`src/hw/adc_serial_mode_select_map.vh`:
```
// Constants for the serial mode select block of the converter
// Function
// - Convert start rising edge samples select input: high select mode, low chain mode.
// - Select input tied to convert start yields chain mode when fast mode is low.
// - Chain mode works only with fast mode low; fast mode forces select mode.
// - Select mode: 3-wire uses convert start only; 4-wire also gates readback by select.
// - With fast mode low a start bit may precede the result as busy flag.
// - Busy flag armed only if start or select low at conversion end, fast low.
// - Readout allowed while convert start low, in conversion, acquisition or split.
// - Reference powerdown low enables internal reference; high powers it down.
// - Fast mode: no powerdown, first result invalid; normal mode powers down between.
// - Start rise begins an internally timed conversion; serial clock only shifts data.
// - Remaining result bits leave MSB first on successive serial clock falls.
`ifndef ADC_SERIAL_MODE_SELECT_MAP_VH
`define ADC_SERIAL_MODE_SELECT_MAP_VH

// ==========================================================
// Timing
`define CLK_MHZ        50
`define CONV_TIME_NS   500
`define CONV_CYC       ((`CONV_TIME_NS * `CLK_MHZ + 999) / 1000)

// ==========================================================
// Register offsets (byte addresses)
`define REG_RESULT     8'h00
`define REG_STATUS     8'h04
`define REG_MASK       8'h08
`define REG_STATE      8'h0c

// ==========================================================
// Status and mask bit positions
`define ST_CONV_DONE   0
`define ST_READ_DONE   1
`define ST_FIRST_BAD   2
`define ST_W           3

// ==========================================================
// State register bit positions
`define SS_CHAIN       0
`define SS_CONVERTING  1
`define SS_BUSY_ARMED  2
`define SS_FAST        3
`define SS_SDO_OE      4
`define SS_POWERED_DN  5
`define SS_REF_EN      6

// ==========================================================
// Reset values
`define RESULT_RST     18'h00000
`define MASK_RST       3'h0

`endif

```
`src/hw/adc_serial_mode_select.v`:
```
// Serial interface mode select, conversion timing and readout of the converter
//
// Chosen here: the register offsets and the Wishbone slave port.
`timescale 1ns/100ps
`include "adc_serial_mode_select_map.vh"

module adc_serial_mode_select #(
    parameter RES_W = 18,
    parameter CNT_W = 8
) (
    // Clock and reset
    input  wire              mclk,
    input  wire              reset,
    // Wishbone slave
    input  wire [7:0]        wb_adr_i,
    input  wire [31:0]       wb_dat_i,
    input  wire [3:0]        wb_sel_i,
    input  wire              wb_we_i,
    input  wire              wb_cyc_i,
    input  wire              wb_stb_i,
    output reg  [31:0]       wb_dat_o,
    output reg               wb_ack_o,
    // Converter pins
    input  wire              convert_start,
    input  wire              select_or_chain_input,
    input  wire              sck,
    input  wire              fast_mode_select,
    input  wire              reference_powerdown,
    output reg               serial_data_out,
    output reg               serial_data_out_oe,
    // Analog control and interrupt
    output reg               ref_enable,
    output reg               powered_down,
    output reg               irq
);

    // ==========================================================
    // Pin synchronisers: bit 0 start, 1 select, 2 sck, 3 fast, 4 refpd
    reg  [4:0]       s1_r;
    reg  [4:0]       s2_r;
    reg  [4:0]       s3_r;

    // Left out of reset on purpose: the stages then mirror the pins when reset
    // ends, whereas cleared stages would fake a start edge on an idle-high pin
    always @(posedge mclk) begin
        s1_r <= {reference_powerdown, fast_mode_select, sck,
                 select_or_chain_input, convert_start};
        s2_r <= s1_r;
        s3_r <= s2_r;
    end

    wire cnv_s    = s2_r[0];
    wire sdi_s    = s2_r[1];
    wire fast_s   = s2_r[3];
    wire cnv_rise = s2_r[0] & ~s3_r[0];
    wire sck_fall = ~s2_r[2] & s3_r[2];

    // ==========================================================
    // Registers and state
    // Integer constants are cut to their register widths on purpose
    localparam integer     CONV_CYC_I = `CONV_CYC;
    localparam [CNT_W-1:0] CONV_CYC   = CONV_CYC_I[CNT_W-1:0];
    localparam [CNT_W-1:0] CNT_ONE    = {{(CNT_W-1){1'b0}}, 1'b1};
    localparam integer     LAST_I     = RES_W - 1;
    localparam [4:0]       LAST_BIT   = LAST_I[4:0];

    reg  [RES_W-1:0] result_r;
    reg  [RES_W-1:0] last_r;
    reg  [RES_W-1:0] shift_r;
    reg  [`ST_W-1:0] status_r;
    reg  [`ST_W-1:0] mask_r;
    reg  [CNT_W-1:0] conv_cnt_r;
    reg  [4:0]       left_r;
    reg              chain_r;
    reg              fast_lat_r;
    reg              fast_seen_r;
    reg              busy_r;
    reg              start_r;
    reg              sel_d_r;

    wire converting = (conv_cnt_r != {CNT_W{1'b0}});
    wire conv_end   = (conv_cnt_r == {{(CNT_W-1){1'b0}}, 1'b1});
    // 3-wire: start low selects; 4-wire: select input low also selects
    wire sel        = chain_r ? ~cnv_s : ~(cnv_s & sdi_s);
    wire sel_start  = sel & ~sel_d_r & ~serial_data_out_oe & ~start_r;
    wire busy_cond  = ~chain_r & ~fast_lat_r & (~cnv_s | ~sdi_s);
    wire read_last  = sck_fall & serial_data_out_oe & ~start_r & ~chain_r
                      & (left_r == 5'd0);

    wire bus_req    = wb_cyc_i & wb_stb_i & ~wb_ack_o;
    wire bus_wr     = bus_req & wb_we_i;

    wire [`ST_W-1:0] ev;
    assign ev[`ST_CONV_DONE] = conv_end;
    assign ev[`ST_READ_DONE] = read_last;
    assign ev[`ST_FIRST_BAD] = cnv_rise & fast_s & ~fast_seen_r;

    // ==========================================================
    // Mode latch and conversion timer
    reg  [CNT_W-1:0] conv_cnt_nxt;

    // A start edge always restarts the count, even in mid-conversion
    always @* begin
        conv_cnt_nxt = conv_cnt_r;
        if (cnv_rise) begin
            conv_cnt_nxt = CONV_CYC;
        end else if (converting) begin
            conv_cnt_nxt = conv_cnt_r - CNT_ONE;
        end
    end

    always @(posedge mclk) begin
        if (reset) begin
            chain_r     <= 1'b0;
            fast_lat_r  <= 1'b0;
            fast_seen_r <= 1'b0;
            conv_cnt_r  <= {CNT_W{1'b0}};
            last_r      <= `RESULT_RST;
            busy_r      <= 1'b0;
        end else begin
            conv_cnt_r <= conv_cnt_nxt;
            if (cnv_rise) begin
                // Previous select level models the hold time, so a tied pin reads low
                chain_r     <= ~s3_r[1] & ~fast_s;
                fast_lat_r  <= fast_s;
                fast_seen_r <= fast_s;
                busy_r      <= 1'b0;
            end
            if (conv_end) begin
                last_r <= result_r;
                busy_r <= busy_cond;
            end
        end
    end

    // ==========================================================
    // Serial readout
    always @(posedge mclk) begin
        if (reset) begin
            shift_r            <= `RESULT_RST;
            left_r             <= 5'd0;
            start_r            <= 1'b0;
            sel_d_r            <= 1'b0;
            serial_data_out    <= 1'b0;
            serial_data_out_oe <= 1'b0;
        end else begin
            sel_d_r <= sel;
            if (cnv_rise & ~chain_r) begin
                serial_data_out_oe <= 1'b0;
                start_r            <= 1'b0;
            end else if (conv_end & busy_cond) begin
                // Start bit driven low; a pull-up turns it into a host interrupt
                shift_r            <= result_r;
                serial_data_out    <= 1'b0;
                serial_data_out_oe <= 1'b1;
                start_r            <= 1'b1;
            end else if (sel_start) begin
                // Data is that of the previous conversion, even mid-conversion
                shift_r            <= last_r;
                serial_data_out    <= last_r[RES_W-1];
                serial_data_out_oe <= 1'b1;
                left_r             <= LAST_BIT;
            end else if (~sel & ~start_r) begin
                serial_data_out_oe <= 1'b0;
            end else if (sck_fall & serial_data_out_oe) begin
                if (start_r) begin
                    start_r         <= 1'b0;
                    serial_data_out <= shift_r[RES_W-1];
                    left_r          <= LAST_BIT;
                end else if (read_last) begin
                    serial_data_out_oe <= 1'b0;
                end else begin
                    // Chain mode feeds the upstream part's data in behind ours
                    shift_r         <= {shift_r[RES_W-2:0], chain_r & sdi_s};
                    serial_data_out <= shift_r[RES_W-2];
                    if (left_r != 5'd0) begin
                        left_r <= left_r - 5'd1;
                    end
                end
            end
        end
    end

    // ==========================================================
    // Analog control outputs
    reg              ref_enable_nxt;
    reg              powered_down_nxt;

    always @* begin
        ref_enable_nxt   = ~s2_r[4];
        // Normal mode sleeps between conversions, fast mode stays awake
        powered_down_nxt = ~fast_s & ~converting;
    end

    always @(posedge mclk) begin
        if (reset) begin
            ref_enable   <= 1'b0;
            powered_down <= 1'b1;
        end else begin
            ref_enable   <= ref_enable_nxt;
            powered_down <= powered_down_nxt;
        end
    end

    // ==========================================================
    // Bus slave, sticky status and interrupt
    // Address decode for the write path; the read path decodes wb_adr_i in its own case
    wire             hit_result = (wb_adr_i == `REG_RESULT);
    wire             hit_status = (wb_adr_i == `REG_STATUS);
    wire             hit_mask   = (wb_adr_i == `REG_MASK);
    wire             bus_rd     = bus_req & ~wb_we_i;
    wire [6:0]       state_word = {ref_enable, powered_down, serial_data_out_oe,
                                   fast_lat_r, busy_r, converting, chain_r};

    reg  [RES_W-1:0] result_nxt;
    reg  [`ST_W-1:0] status_nxt;
    reg  [`ST_W-1:0] mask_nxt;
    reg  [31:0]      wb_dat_nxt;
    reg              irq_nxt;
    integer          i;

    // Next values of the software-visible registers
    always @* begin
        result_nxt = result_r;
        status_nxt = status_r;
        mask_nxt   = mask_r;
        if (bus_wr && hit_result) begin
            if (wb_sel_i[0]) begin
                result_nxt[7:0] = wb_dat_i[7:0];
            end
            if (wb_sel_i[1]) begin
                result_nxt[15:8] = wb_dat_i[15:8];
            end
            if (wb_sel_i[2]) begin
                result_nxt[17:16] = wb_dat_i[17:16];
            end
        end
        if (bus_wr && hit_mask && wb_sel_i[0]) begin
            mask_nxt = wb_dat_i[`ST_W-1:0];
        end
        for (i = 0; i < `ST_W; i = i + 1) begin
            // A new event wins over a clear in the same cycle
            if (ev[i]) begin
                status_nxt[i] = 1'b1;
            end else if (bus_wr && hit_status && wb_sel_i[0] && wb_dat_i[i]) begin
                status_nxt[i] = 1'b0;
            end
        end
    end

    // Read data changes only on a read, so it holds until the next one
    always @* begin
        wb_dat_nxt = wb_dat_o;
        irq_nxt    = |(status_r & mask_r);
        if (bus_rd) begin
            case (wb_adr_i)
                `REG_RESULT: wb_dat_nxt = {14'h0000, result_r};
                `REG_STATUS: wb_dat_nxt = {29'h00000000, status_r};
                `REG_MASK:   wb_dat_nxt = {29'h00000000, mask_r};
                `REG_STATE:  wb_dat_nxt = {25'h0000000, state_word};
                default:     wb_dat_nxt = 32'h00000000;
            endcase
        end
    end

    always @(posedge mclk) begin
        if (reset) begin
            result_r <= `RESULT_RST;
            mask_r   <= `MASK_RST;
            status_r <= {`ST_W{1'b0}};
            wb_ack_o <= 1'b0;
            wb_dat_o <= 32'h00000000;
            irq      <= 1'b0;
        end else begin
            // One-cycle ack; bus_req masks the request while ack is high
            wb_ack_o <= bus_req;
            result_r <= result_nxt;
            status_r <= status_nxt;
            mask_r   <= mask_nxt;
            wb_dat_o <= wb_dat_nxt;
            irq      <= irq_nxt;
        end
    end

endmodule

```
`config.mk`:
```
export PLATFORM = sky130hd
export DESIGN_NAME = adc_serial_mode_select
export DESIGN_NICKNAME = d
export VERILOG_FILES = /design/src/hw/adc_serial_mode_select.v
export VERILOG_INCLUDE_DIRS = /design/src /design/src/hw
export SDC_FILE = /design/constraint.sdc
export NUM_CORES = 1
export LEC_CHECK = 0
export BUFFER_PORTS_ARGS = -buffer_cell sky130_fd_sc_hd__buf_4
export CAP_MARGIN = 20
export CORE_ASPECT_RATIO = 1.25
export CORE_MARGIN = 2
export CORE_UTILIZATION = 55
export DETAILED_ROUTE_END_ITERATION = 10
export PLACE_DENSITY = 0.79
export SYNTH_ARGS = -nofsm -noshare
export SYNTH_HDL_FRONTEND = slang
export SYNTH_SLANG_ARGS = --single-unit
```
`constraint.sdc`:
```
create_clock -name mclk -period 2.4 [get_ports mclk]
set_clock_uncertainty 0.1 [all_clocks]
set_input_delay 0.48 -clock mclk [delete_from_list [all_inputs] [get_ports mclk]]
set_output_delay 0.48 -clock mclk [all_outputs]
set_load 0.005 [all_outputs]
```
Word-level counts from Yosys, hierarchy flattened
Index checks and enable logic that the tools add are counted.

storage, ports and cells
  bits in registers = 129
  latch bits = 0
  RAM bits = 0
  ROM bits = 0
  bits of input ports = 54
  output and inout bits = 38
  logic and storage cells = 161
  memories = 0

cells by class
  $add $sub $neg = 2
  $mul = 0
  divide/modulo/power cells = 0
  magnitude comparators = 0
  equal/unequal tests = 13
  shifts and indexed selects = 0
  muxes and demuxes = 40
  bitwise operators = 45
  reduce and logical (&&, ||, !) cells = 34

operators with widths
  kind                                               count
  two-way mux 18 bit                                 6
  one-hot mux 18 bit (4 select lines)                1
  two-way mux 5 bit                                  8
  two-way mux 1 bit                                  25
  AND 1 bit                                          24
  inverter 1 bit                                     19
  == test 8 x 4 -> 1 bit (second input constant)     2
  nonzero test 2 bit                                 7
  == test 8 x 1 -> 1 bit (second input constant)     1
  == test 8 x 3 -> 1 bit (second input constant)     1
  logical AND 1 bit                                  8
  zero test 8 bit                                    1
  nonzero test 4 bit                                 2
  nonzero test 8 bit                                 1
  subtractor 8 x 1 -> 8 bit (second input constant)  1
  inequality test 3 bit (second input constant)      2
  AND reduction 2 bit                                3
  AND reduction 3 bit                                2
  AND reduction 6 bit                                1
  nonzero test 3 bit                                 2
  zero test 5 bit                                    1
  AND reduction 5 bit                                1
  nonzero test 5 bit                                 1
  subtractor 5 x 1 -> 5 bit (second input constant)  1
  11 further kinds                                   13

Logic depth before layout (Yosys ltp)
Gate-level depths: netlist (run 1).

  depth after elaboration = 12
  gate-level depth with buffers = 9
  gate-level depth less buffers = 7

Worst setup path after synthesis (run 1)
No wires, ideal clock.

  path type = register -> register
  start point = register conv_cnt_r[1]
  end point = register left_r[4]
  setup time = 134 ps
  arrival time = 1817 ps
  required time = 2166 ps
  setup slack = 348 ps
  cell stages (with the launch flop) = 9
  path buffers = 1
  period minus slack after synthesis = 2052 ps
  cell sequence = dfxtp_1 inv_1 ha_1 nor4b_2 and3_1 buf_6 or3_4 o311ai_0 o31ai_1

on the way
  word-level cells in the longest chain between the ends = 4

RTL lines
  what                           line                          RTL
  start: declaration             adc_serial_mode_select.v:72   reg [CNT_W-1:0] conv_cnt_r;
  start signal: assignment       adc_serial_mode_select.v:117  conv_cnt_r <= {CNT_W{1'b0}};
  start signal: assignment       adc_serial_mode_select.v:121  conv_cnt_r <= conv_cnt_nxt;
  == test 8 x 1 -> 1 bit         adc_serial_mode_select.v:82   wire conv_end = (conv_cnt_r == {{(CNT_W-1){1'b0}}, 1'b1});
  AND 1 bit                      adc_serial_mode_select.v:151  end else if (conv_end & busy_cond) begin
  inverter 1 bit (no line)       -
  AND reduction 6 bit (no line)  -
  end signal: assignment         adc_serial_mode_select.v:177  left_r <= left_r - 5'd1;
  end: declaration               adc_serial_mode_select.v:73   reg [4:0] left_r;

No other way between the ends.
A chain may end at the register's enable or synchronous reset.

Worst setup path after layout (run 1)
  start point = register conv_cnt_r[1]
  end point = register left_r[1]

The elaborated chain is that of the path after synthesis.

==> summary.txt, run 1 <==
Place
  • Buffers on Ports: 62
  • Placer Congestion: 0.823
  • Setup WS pre-CTS: between 0.1 and 0.15 ns
  • DP Wirelength: around 8.0 mm
  • Cells after DPL: between 700 and 800

Drt
  • Drt pass-1 iters: 5
  • 1st-iter DRT viols: roughly 240
  • WL/cell: between 15 and 20 um
  • Vias per inst: 5.72
  • Antenna-violating nets left: 0
  • WL final: around 12 mm
  • Final routed DRC violation total: 0
  • Via count: around 4.3k

Global routing
  • Busiest grt layer: met2
  • Largest net degree at the start of global routing: 48
  • GR Layer Usage met3: under 10%
  • Initial antenna violation count: 0
  • Met1 Resource Use GR: 28.6%
  • Remaining Overflow, GRT: 0
  • First-pass GRT wire length: approximately 20 mm
  • Vias in the first global route: between 4k and 5k
  • Total GRT Usage: 26.4%
  • M2 GR Usage: between 40% and 50%

Timing
  • Final hold vios: 0
  • Final-report max-slew violation count: 0
  • Post-layout min period: 2.18 ns
  • RSZ-0062 raised after global routing: false
  • Final Setup Violations: 0
  • Setup ws final: 0.220 ns
  • Rel. slew slack: about 53%
  • Max Fclk: 0.459 GHz
  • Hold Slack: between 0.09 and 0.1 ns
  • Setup total negative slack: 0 ns
  • Tightest Pin Transition: a little under 0.7 ns
  • Fin crit share: 90.8%

Run status
  • Status: finished, final reports clean

Power and ir drop
  • Internal power: ~4.2 mW
  • P per Cell Area: around 990 nW/um2
  • Net Switching: around 1.8 mW
  • Part of the power in registers: a little under two fifths
  • VDD IR max: around 0.00055 V
  • Tot Pwr: ~6.0 mW
  • Logic gate share of total power: between 20 and 25%
  • Sw Ratio: about 30%
  • Clock power share: 40.7%
  • Leakage: around 2.5 nW

Synth
  • Mean post-synth cell area: 9.06 um2
  • Ys async rst share: 0%
  • Post-synth top flop: dfxtp_1
  • Post-synthesis instance total: approximately 550
  • Register area share after synthesis: 46.6%
  • Cell Area, Synth: approximately 5000 um2
  • Synth top area cells: dfxtp_1 (47%), mux2i_1 (6.5%), a21oi_1 (5.6%)
  • Post-synthesis register bit count: between 100 and 150
  • Post-synth EDFFs: 0
  • Yosys top cell area share: 46.6%
  • Synth cell types: between 60 and 70
  • YS warnings: 0
  • Most area-hungry cell type in the Yosys netlist: dfxtp_1

Cells and area
  • Most common cell after layout, fill and taps aside: dfxtp_1
  • Share of cells above drive strength 1: about a fifth
  • Fillers: between 600 and 700
  • Syn-to-layout area delta: 23.5%
  • N_diodes: 0
  • Reg area: approximately 2300 um2
  • Fin nets: roughly 670
  • Most frequent cells in the layout: dfxtp_1 (115), buf_4 (78), nor2_1 (72)
  • Post-route insts no fill: approximately 740
  • Area of the multi-input gates: 2370 um2

Die
  • DIE WIDTH: between 80 and 90 um
  • Core ar.: 8700 um2
  • Die ar.: between 9000 and 10000 um2
  • Die Height: 110 um
  • Core Rows: 38
  • Starting Density: between 50% and 60%
  • Ports: 92

Critical path
  • CP max stage cell: a2111oi_0
  • CP Cell Sequence: inv_1 -> ha_1 -> nor4b_2 -> and3_1 -> a2111oi_0 -> o22a_1 -> nor2_1
  • WP data required: about 2.7 ns
  • Critical Path End Type: flop
  • CP peak stage delay: between 0.6 and 0.7 ns
  • CP Launch Type: flop
  • Worst-path fanout max: 4
  • Top cell family by delay on the critical path: compound AO/OA/AOI/OAI gates
  • Worst path arrival time: about 2.5 ns
  • Bufs and invs on worst path: 1
  • Crit Path Class: reg -> reg

Clock tree
  • Number of setup buffers added after CTS: 0
  • Root Driver: clkbuf_8
  • Clk Latency, worst-skew pair: around 0.52 ns
  • CTS Buffer Depth: 2
  • CTS Sinks: 115
  • CTS buffer count: 17
  • CTS tree: built
  • H-tree depth: 4
  • Clk slew on worst S/H paths: ~0.060 ns

Min path
  • Tightest Hold Check Type: in -> reg

Flow run
  • Total of max-cap violations: 0
stage by stage:
step | cell area (um2) | util (%)
global placement | 5460 | 62.8
global route | 6100 | 70.1
detailed placement | 5460 | 62.8
CTS | 6100 | 70.1
floorplan | 4990 | -
finish | 6100 | 70.1
timing repair:
| action | in CTS | in global routing |
|---|---|---|
| hold buffers | 5 | 0 |
| resized for setup | 0 | 0 |
| hold endpoints to repair | 5 | 0 |
worst reg2reg max path, stage by stage, from the launching register on:
cell and delay [ns]:
dfxtp_1 0.38, inv_1 0.10, ha_1 0.19, nor4b_2 0.18, and3_1 0.22, a2111oi_0 0.65
o22a_1 0.22, nor2_1 0.03
layout make-up:
| type | count | area share [%] |
|---|---|---|
| Clock buffer | 25 | 8.10 |
| Clock inverter | 7 | 1.58 |
| Inverter | 9 | 0.554 |
| Multi-Input combinational cell | 384 | 38.8 |
| Sequential cell | 115 | 37.7 |
| Tap cell | 120 | 2.46 |
| Timing Repair Buffer | 84 | 10.7 |
routing by layer:
layer  up-vias  share of wire, %
met3        23               4.6
met1      2050                40
met2       118                53
met5         -                 0
met4         0               2.2
li1       2063                 -
final timing paths:
path | slack [ns] | startpoint | to | depth (start not counted)
max | 0.22 | conv_cnt_r[1] | left_r[1] | 7
min reg2reg | 0.22 | s1_r[2] | s2_r[2] | 0
min | 0.09 | wb_dat_i[12] | result_r[12] | 3
max reg2reg | 0.22 | conv_cnt_r[1] | left_r[1] | 7
synthesized netlist by cell type, types with 2 or more instances:
cell,n
mux2i_1,32
buf_6,5
and3_1,3
nand2b_1,2
a2111o_1,15
dfxtp_1,115
nor3_1,9
nor2b_1,2
nor4b_2,2
a21oi_1,55
buf_2,3
a22oi_1,17
xnor2_1,4
or3_1,4
nor3_2,2
buf_4,14
and2_1,3
o31ai_1,2
o21a_1,3
o21ai_0,23
nand4_1,2
nor4_1,4
a211oi_1,3
clkbuf_1,26
nand2_1,56
mux4_2,3
nor2_1,72
nand3b_1,3
ha_1,4
nand3_1,10
inv_1,8
a22o_1,4
logic make-up (layout without fill, tap and decap cells):
kind of cell / count (synthesis) / after routing / synth area share, %
AND/OR/NAND/NOR: 186 / 186 / 17.8
AO/OA/AOI/OAI: 139 / 139 / 19.1
flip-flops: 115 / 115 / 46.6
buffers and inverters: 59 / 125 / 6.41
multiplexers: 36 / 36 / 8.08
XOR/XNOR: 5 / 5 / 0.886
adder cells (fa/ha/maj): 4 / 4 / 1.01
other: 1 / 14 / 0.0759
sequential cells by signal, indices dropped and copies added (netlist names), 3 cells and up:
register and cells:
s2_r 5, status_r 3, s3_r 3, left_r 5, mask_r 3, shift_r 18, wb_dat_o 18, s1_r 5
conv_cnt_r 8, last_r 18, result_r 18
power groups by stage:
stage          logic [mW]  clock network [mW]  registers (mW)
6_report             1.36                2.45            2.21
5_1_grt              1.51                2.56            2.23
4_1_cts              1.36                2.48            2.21
3_5_place_dp         1.33                   0            2.25
3_3_place_gp         1.29                   0            2.24
2_1_floorplan        1.03                   0            2.21
Power figures use the tool's default switching activity.
==> run 2: changes to the inputs <==
==> constraint.sdc (replaced) <==
create_clock -name mclk -period 2.4 [get_ports mclk]
set_clock_uncertainty 0.1 [all_clocks]
set_input_delay 0.36 -clock mclk [delete_from_list [all_inputs] [get_ports mclk]]
set_output_delay 0.36 -clock mclk [all_outputs]
set_load 0.005 [all_outputs]
==> summary.txt, run 2 (same netlist as run 1, synthesis figures left out) <==
Run status
  • Status: finished, final reports clean

Drt
  • Final routed DRC violation total: 0 (unchanged)
  • Via count: 4357 (+2.4%)
  • 1st-iter DRT viols: 254 (+6.3%)
  • WL/cell: 16.3 um (+1.6%)
  • Antenna-violating nets left: 0 (unchanged)
  • Vias per inst: 5.74 (+0.40%)
  • WL final: 12.3 mm (+3.6%)
  • Drt pass-1 iters: 5 (unchanged)

Cells and area
  • Final Instance Area: 6220 um2 (+1.9%)
  • Share of cells above drive strength 1: 19.2% (-0.46 points)
  • Reg area: 2300 um2 (unchanged)
  • Syn-to-layout area delta: 25.9%
  • Most frequent cells in the layout: dfxtp_1 (115), buf_4 (77), nor2_1 (72)
  • Fillers: 639 (-5.6%)
  • Area of the multi-input gates: 2370 um2 (unchanged)
  • Fin nets: 685 (+2.4%)
  • Most common cell after layout, fill and taps aside: dfxtp_1
  • N_diodes: 0 (unchanged)

Die
  • Die ar.: 9760 um2 (unchanged)
  • Ports: 92 (unchanged)
  • Core Rows: 38 (unchanged)
  • DIE WIDTH: 88.8 um (unchanged)
  • Core ar.: 8700 um2 (unchanged)
  • Die Height: 110 um (unchanged)
  • Starting Density: 56.8% (unchanged)

Timing
  • Post-layout min period: 2.25 ns (+0.0688 ns)
  • Rel. slew slack: 59.7% (+6.5 points)
  • Hold Slack: 0.0222 ns (-0.0680 ns)
  • RSZ-0062 raised after global routing: false
  • Tightest Pin Transition: 0.589 ns (-0.0951 ns)
  • Setup ws final: 0.151 ns (-0.0688 ns)
  • Max Fclk: 0.445 GHz (-3.1%)
  • Final-report max-slew violation count: 0 (unchanged)
  • Final hold vios: 0 (unchanged)
  • Fin crit share: 93.7% (+2.9 points)
  • Final Setup Violations: 0 (unchanged)
  • Setup total negative slack: 0 ns (unchanged)

Clock tree
  • CTS tree: built
  • Root Driver: clkbuf_8
  • Clk Latency, worst-skew pair: 0.52 ns (about the same)
  • Number of setup buffers added after CTS: 0 (unchanged)
  • H-tree depth: 4 (unchanged)
  • CTS Buffer Depth: 2 (unchanged)
  • CTS Sinks: 115 (unchanged)
  • CTS buffer count: 17 (unchanged)
  • Clk slew on worst S/H paths: 0.05 ns (about the same)

Critical path
  • CP Launch Type: flop
  • Worst-path fanout max: 5 (+1)
  • Critical Path End Type: flop
  • CP peak stage delay: 0.43 ns (-0.22 ns)
  • Worst path arrival time: 2.53 ns (+0.05 ns)
  • CP Cell Sequence: inv_1 -> ha_1 -> nor4b_2 -> and3_1 -> or3_4 -> o311ai_0 -> o31ai_1
  • CP max stage cell: or3_4
  • WP data required: 2.68 ns (-0.02 ns)
  • Bufs and invs on worst path: 1 (unchanged)
  • Crit Path Class: reg -> reg
  • Top cell family by delay on the critical path: simple AND/OR/NAND/NOR gates

Place
  • DP Wirelength: 8.02 mm (-0.17%)
  • Setup WS pre-CTS: 0.187 ns (+0.0630 ns)
  • Buffers on Ports: 62 (unchanged)
  • Placed inst area: 5450 um2 (-0.14%)
  • Placer Congestion: 0.827 (+0.38%)

Global routing
  • Vias in the first global route: 4216 (-2.1%)
  • Total GRT Usage: 26.6% (+0.20 points)
  • Largest net degree at the start of global routing: 41 (-15%)
  • Initial antenna violation count: 0 (unchanged)
  • First-pass GRT wire length: 19.7 mm (-0.73%)
  • Remaining Overflow, GRT: 0 (unchanged)

Power and ir drop
  • Leakage: 2.56 nW (+2.2%)
  • VDD IR max: 0.000514 V (-6.8%)
  • P per Cell Area: 946 nW/um2 (-4.2%)

Flow run
  • Total of max-cap violations: 0 (unchanged)

Min path
  • Tightest Hold Check Type: in -> reg
==> run 2: cell types whose count changed in the layout (fill, tap and decap cells not counted) <==
cell	change
dlygate4sd3_1	+17
clkinv_2	+5
clkbuf_1	-2
clkbuf_8	-2
buf_4	-1
bufinv_16	-1
clkinvlp_4	-1
==> run 2: repair_timing <==
item                                    in CTS  in global routing
endpoints found under the setup margin       0                  0
endpoints found under the hold margin       22                  0
hold buffers                                22                  0
resized for setup                            0                  0
==> run 2: final timing paths <==
path / startpoint / to / slack [ns] / cells after the start
worst min register to register: s1_r[2] / s2_r[2] / 0.22 / 0
worst max register to register: conv_cnt_r[1] / left_r[4] / 0.15 / 7
worst max-delay path: conv_cnt_r[1] / left_r[4] / 0.15 / 7
worst min-delay path: wb_cyc_i / wb_ack_o / 0.02 / 3
==> run 2: through the flow <==
| stage | total power, mW | instances | util, % |
|---|---|---|---|
| 6_report | 5.88 | 759 | 71.5 |
| 5_1_grt | 6.15 | 759 | 71.5 |
| 4_1_cts | 5.88 | 759 | 71.5 |
| 3_5_place_dp | 3.57 | 706 | 62.7 |
| 3_3_place_gp | 3.53 | 706 | 62.7 |
| 2_1_floorplan | 3.24 | 558 | - |
==> run 2: per-layer routing <==
layer / track usage (%) / routed length [um] / vias to the layer above
met3: 7.73 / 537 / 29
li1: - / - / 2087
met4: 13.2 / 360 / 0
met1: 28.5 / 4870 / 2082
met5: 0 / 0 / -
met2: 46.9 / 6560 / 159
==> run 2: worst min-delay path: stages <==
cell and delay [ns]:
buf_4 0.11, nand3b_1 0.09, nor2_1 0.04
==> run 2: power by group <==
part | total [mW] | internal, mW | switching (mW)
registers | 2.22 | 2.07 | 0.149
clock network | 2.28 | 1.43 | 0.848
logic | 1.38 | 0.576 | 0.805
total | 5.88 | 4.08 | 1.80
==> run 2: final cells by class <==
class                   instances  share of cell area, %
clock inverters                10                   1.35
inverters                       9                  0.543
well taps                     120                   2.41
repair buffers                100                   13.2
clock buffers                  21                   7.39
multi-input cells             384                   38.1
flip-flops and latches        115                   37.0
==> run 3: changes to the inputs <==
--- a/config.mk
+++ b/config.mk
@@ -12,7 +12,9 @@
 export CORE_MARGIN = 2
 export CORE_UTILIZATION = 55
 export DETAILED_ROUTE_END_ITERATION = 10
+export HOLD_SLACK_MARGIN = 0.03
 export PLACE_DENSITY = 0.79
+export RECOVER_POWER = 25
 export SYNTH_ARGS = -nofsm -noshare
 export SYNTH_HDL_FRONTEND = slang
 export SYNTH_SLANG_ARGS = --single-unit
==> summary.txt, run 3 (same netlist as run 1, synthesis figures left out) <==
Run status
  • Status: finished, violations left
  • Violations in the final reports: max-capacitance violations, max-slew violations

Place
  • Placed inst area: 5450 um2 (unchanged)
  • Buffers on Ports: 62 (unchanged)
  • Placer Congestion: 0.827 (unchanged)
  • Cells after DPL: 706 (unchanged)
  • DP Wirelength: 8.02 mm (unchanged)

Cells and area
  • Most frequent cells in the layout: dfxtp_1 (115), nor2_1 (72), nand2_1 (56)
  • Fin nets: 690 (+0.73%)
  • Final Instance Area: 6260 um2 (+0.64%)
  • Most common cell after layout, fill and taps aside: dfxtp_1
  • Syn-to-layout area delta: 26.7%
  • Reg area: 2300 um2 (unchanged)
  • Area of the multi-input gates: 2370 um2 (unchanged)
  • Post-route insts no fill: 764 (+0.66%)
  • Share of cells above drive strength 1: 18.8% (-0.46 points)
  • Fillers: 633 (-0.94%)
  • N_diodes: 0 (unchanged)

Clock tree
  • H-tree depth: 4 (unchanged)
  • Root Driver: clkbuf_8
  • CTS Buffer Depth: 2 (unchanged)
  • Clk Latency, worst-skew pair: 0.51 ns (about the same)
  • Post-cts sizing count: 0 (unchanged)
  • CTS tree: built
  • CTS Sinks: 115 (unchanged)
  • CTS buffer count: 17 (unchanged)
  • Clk slew on worst S/H paths: 0.05 ns (about the same)

Global routing
  • GR Layer Usage met3: 8.11% (+0.38 points)
  • Initial antenna violation count: 0 (unchanged)
  • Total GRT Usage: 27.0% (+0.39 points)
  • Busiest grt layer: met2
  • Vias in the first global route: 4258 (+1.0%)
  • M2 GR Usage: 46.5% (-0.32 points)
  • Largest net degree at the start of global routing: 41 (unchanged)
  • Met1 Resource Use GR: 29.1% (+0.53 points)
  • Remaining Overflow, GRT: 0 (unchanged)
  • First-pass GRT wire length: 19.9 mm (+0.95%)

Drt
  • Drt pass-1 iters: 5 (unchanged)
  • 1st-iter DRT viols: 217 (-15%)
  • Vias per inst: 5.71 (-0.56%)
  • WL/cell: 16.3 um (+0.51%)
  • Antenna-violating nets left: 0 (unchanged)
  • WL final: 12.5 mm (+1.2%)
  • Via count: 4361 (+0.092%)
  • Final routed DRC violation total: 0 (unchanged)

Power and ir drop
  • Tot Pwr: 5.87 mW (about the same)
  • P per Cell Area: 939 nW/um2 (-0.74%)
  • Leakage: 2.55 nW (-0.18%)
  • VDD IR max: 0.000525 V (+2.2%)

Timing
  • Tightest Pin Transition: 1.73 ns (+1.14 ns)
  • Post-layout min period: 2.25 ns (-0.000979 ns)
  • Rel. slew slack: -15.2% (-75 points)
  • Setup total negative slack: 0 ns (unchanged)
  • Final Setup Violations: 0 (unchanged)
  • RSZ-0062 raised after global routing: false
  • Final-report max-slew violation count: 41 (+41)
  • Max Fclk: 0.445 GHz (about the same)
  • Final hold vios: 0 (unchanged)
  • Fin crit share: 93.7% (about the same)

Critical path
  • Worst path arrival time: 2.52 ns (about the same)
  • Crit Path Class: reg -> reg
  • Worst-path fanout max: 5 (unchanged)
  • CP Launch Type: flop
  • WP data required: 2.67 ns (about the same)
  • Critical Path End Type: flop

Die
  • Core Rows: 38 (unchanged)
  • DIE WIDTH: 88.8 um (unchanged)
  • Core ar.: 8700 um2 (unchanged)
  • Die Height: 110 um (unchanged)
  • Die ar.: 9760 um2 (unchanged)
  • Ports: 92 (unchanged)
  • Starting Density: 56.8% (unchanged)

Flow run
  • Total of max-cap violations: 1 (+1)

Min path
  • Tightest Hold Check Type: in -> reg
[run 3: cell count changes in the layout (fill, tap and decap cells not counted), sizes merged]
cell	before	now
dlygate4sd3	22	27
buf	78	55
clkbuf	21	44
[run 3: worst paths after layout]
| kind | from | endpoint | slack, ns | depth (start not counted) |
|---|---|---|---|---|
| hold reg to reg | s1_r[2] | s2_r[2] | 0.22 | 0 |
| hold / removal | wb_sel_i[0] | result_r[1] | 0.06 | 3 |
| setup / recovery | conv_cnt_r[1] | left_r[4] | 0.15 | 7 |
| setup reg to reg | conv_cnt_r[1] | left_r[4] | 0.15 | 7 |
[run 3: worst max-delay path: stages, from the launching register on]
cell      delay, ns
dfxtp_1        0.36
inv_1          0.09
ha_1           0.18
nor4b_2        0.17
and3_1         0.22
or3_4          0.43
o311ai_0       0.43
o31ai_1        0.13
[run 3: cell type report]
cell class                 count  share of cell area [%]
clock buffer                  21                    7.34
tap                          120                    2.40
timing repair buffer         105                    13.7
clock inverter                10                    1.34
sequential                   115                    36.8
multi-input combinational    384                    37.9
inverter                       9                   0.540
[run 3: where the power goes]
group / total [mW] / switching (mW) / internal (mW)
combinational: 1.39 / 0.813 / 0.577
clock: 2.27 / 0.832 / 1.43
sequential: 2.22 / 0.149 / 2.07
[run 3: per-layer routing]
| layer | wire, um | share of wire, % | vias up |
|---|---|---|---|
| li1 | - | - | 2093 |
| met1 | 4950 | 40 | 2086 |
| met2 | 6510 | 52 | 149 |
| met3 | 573 | 4.6 | 33 |
| met4 | 441 | 3.5 | 0 |
| met5 | 0 | 0 | - |
[run 3: through the flow]
stage                     utilization [%]  setup slack (ns)  hold WS [ns]
after floorplan                         -             0.348         0.210
after global placement               62.7             0.263         0.212
after detailed placement             62.7             0.187         0.212
after CTS                            72.0             0.142        0.0301
after global routing                 71.9            0.0874        0.0412
final                                71.9             0.152        0.0625
[run 3: repair_timing]
item / in CTS / in global routing
endpoints found under the hold margin: 27 / 0
buffers inserted: 0 / 0
hold buffers: 27 / 0
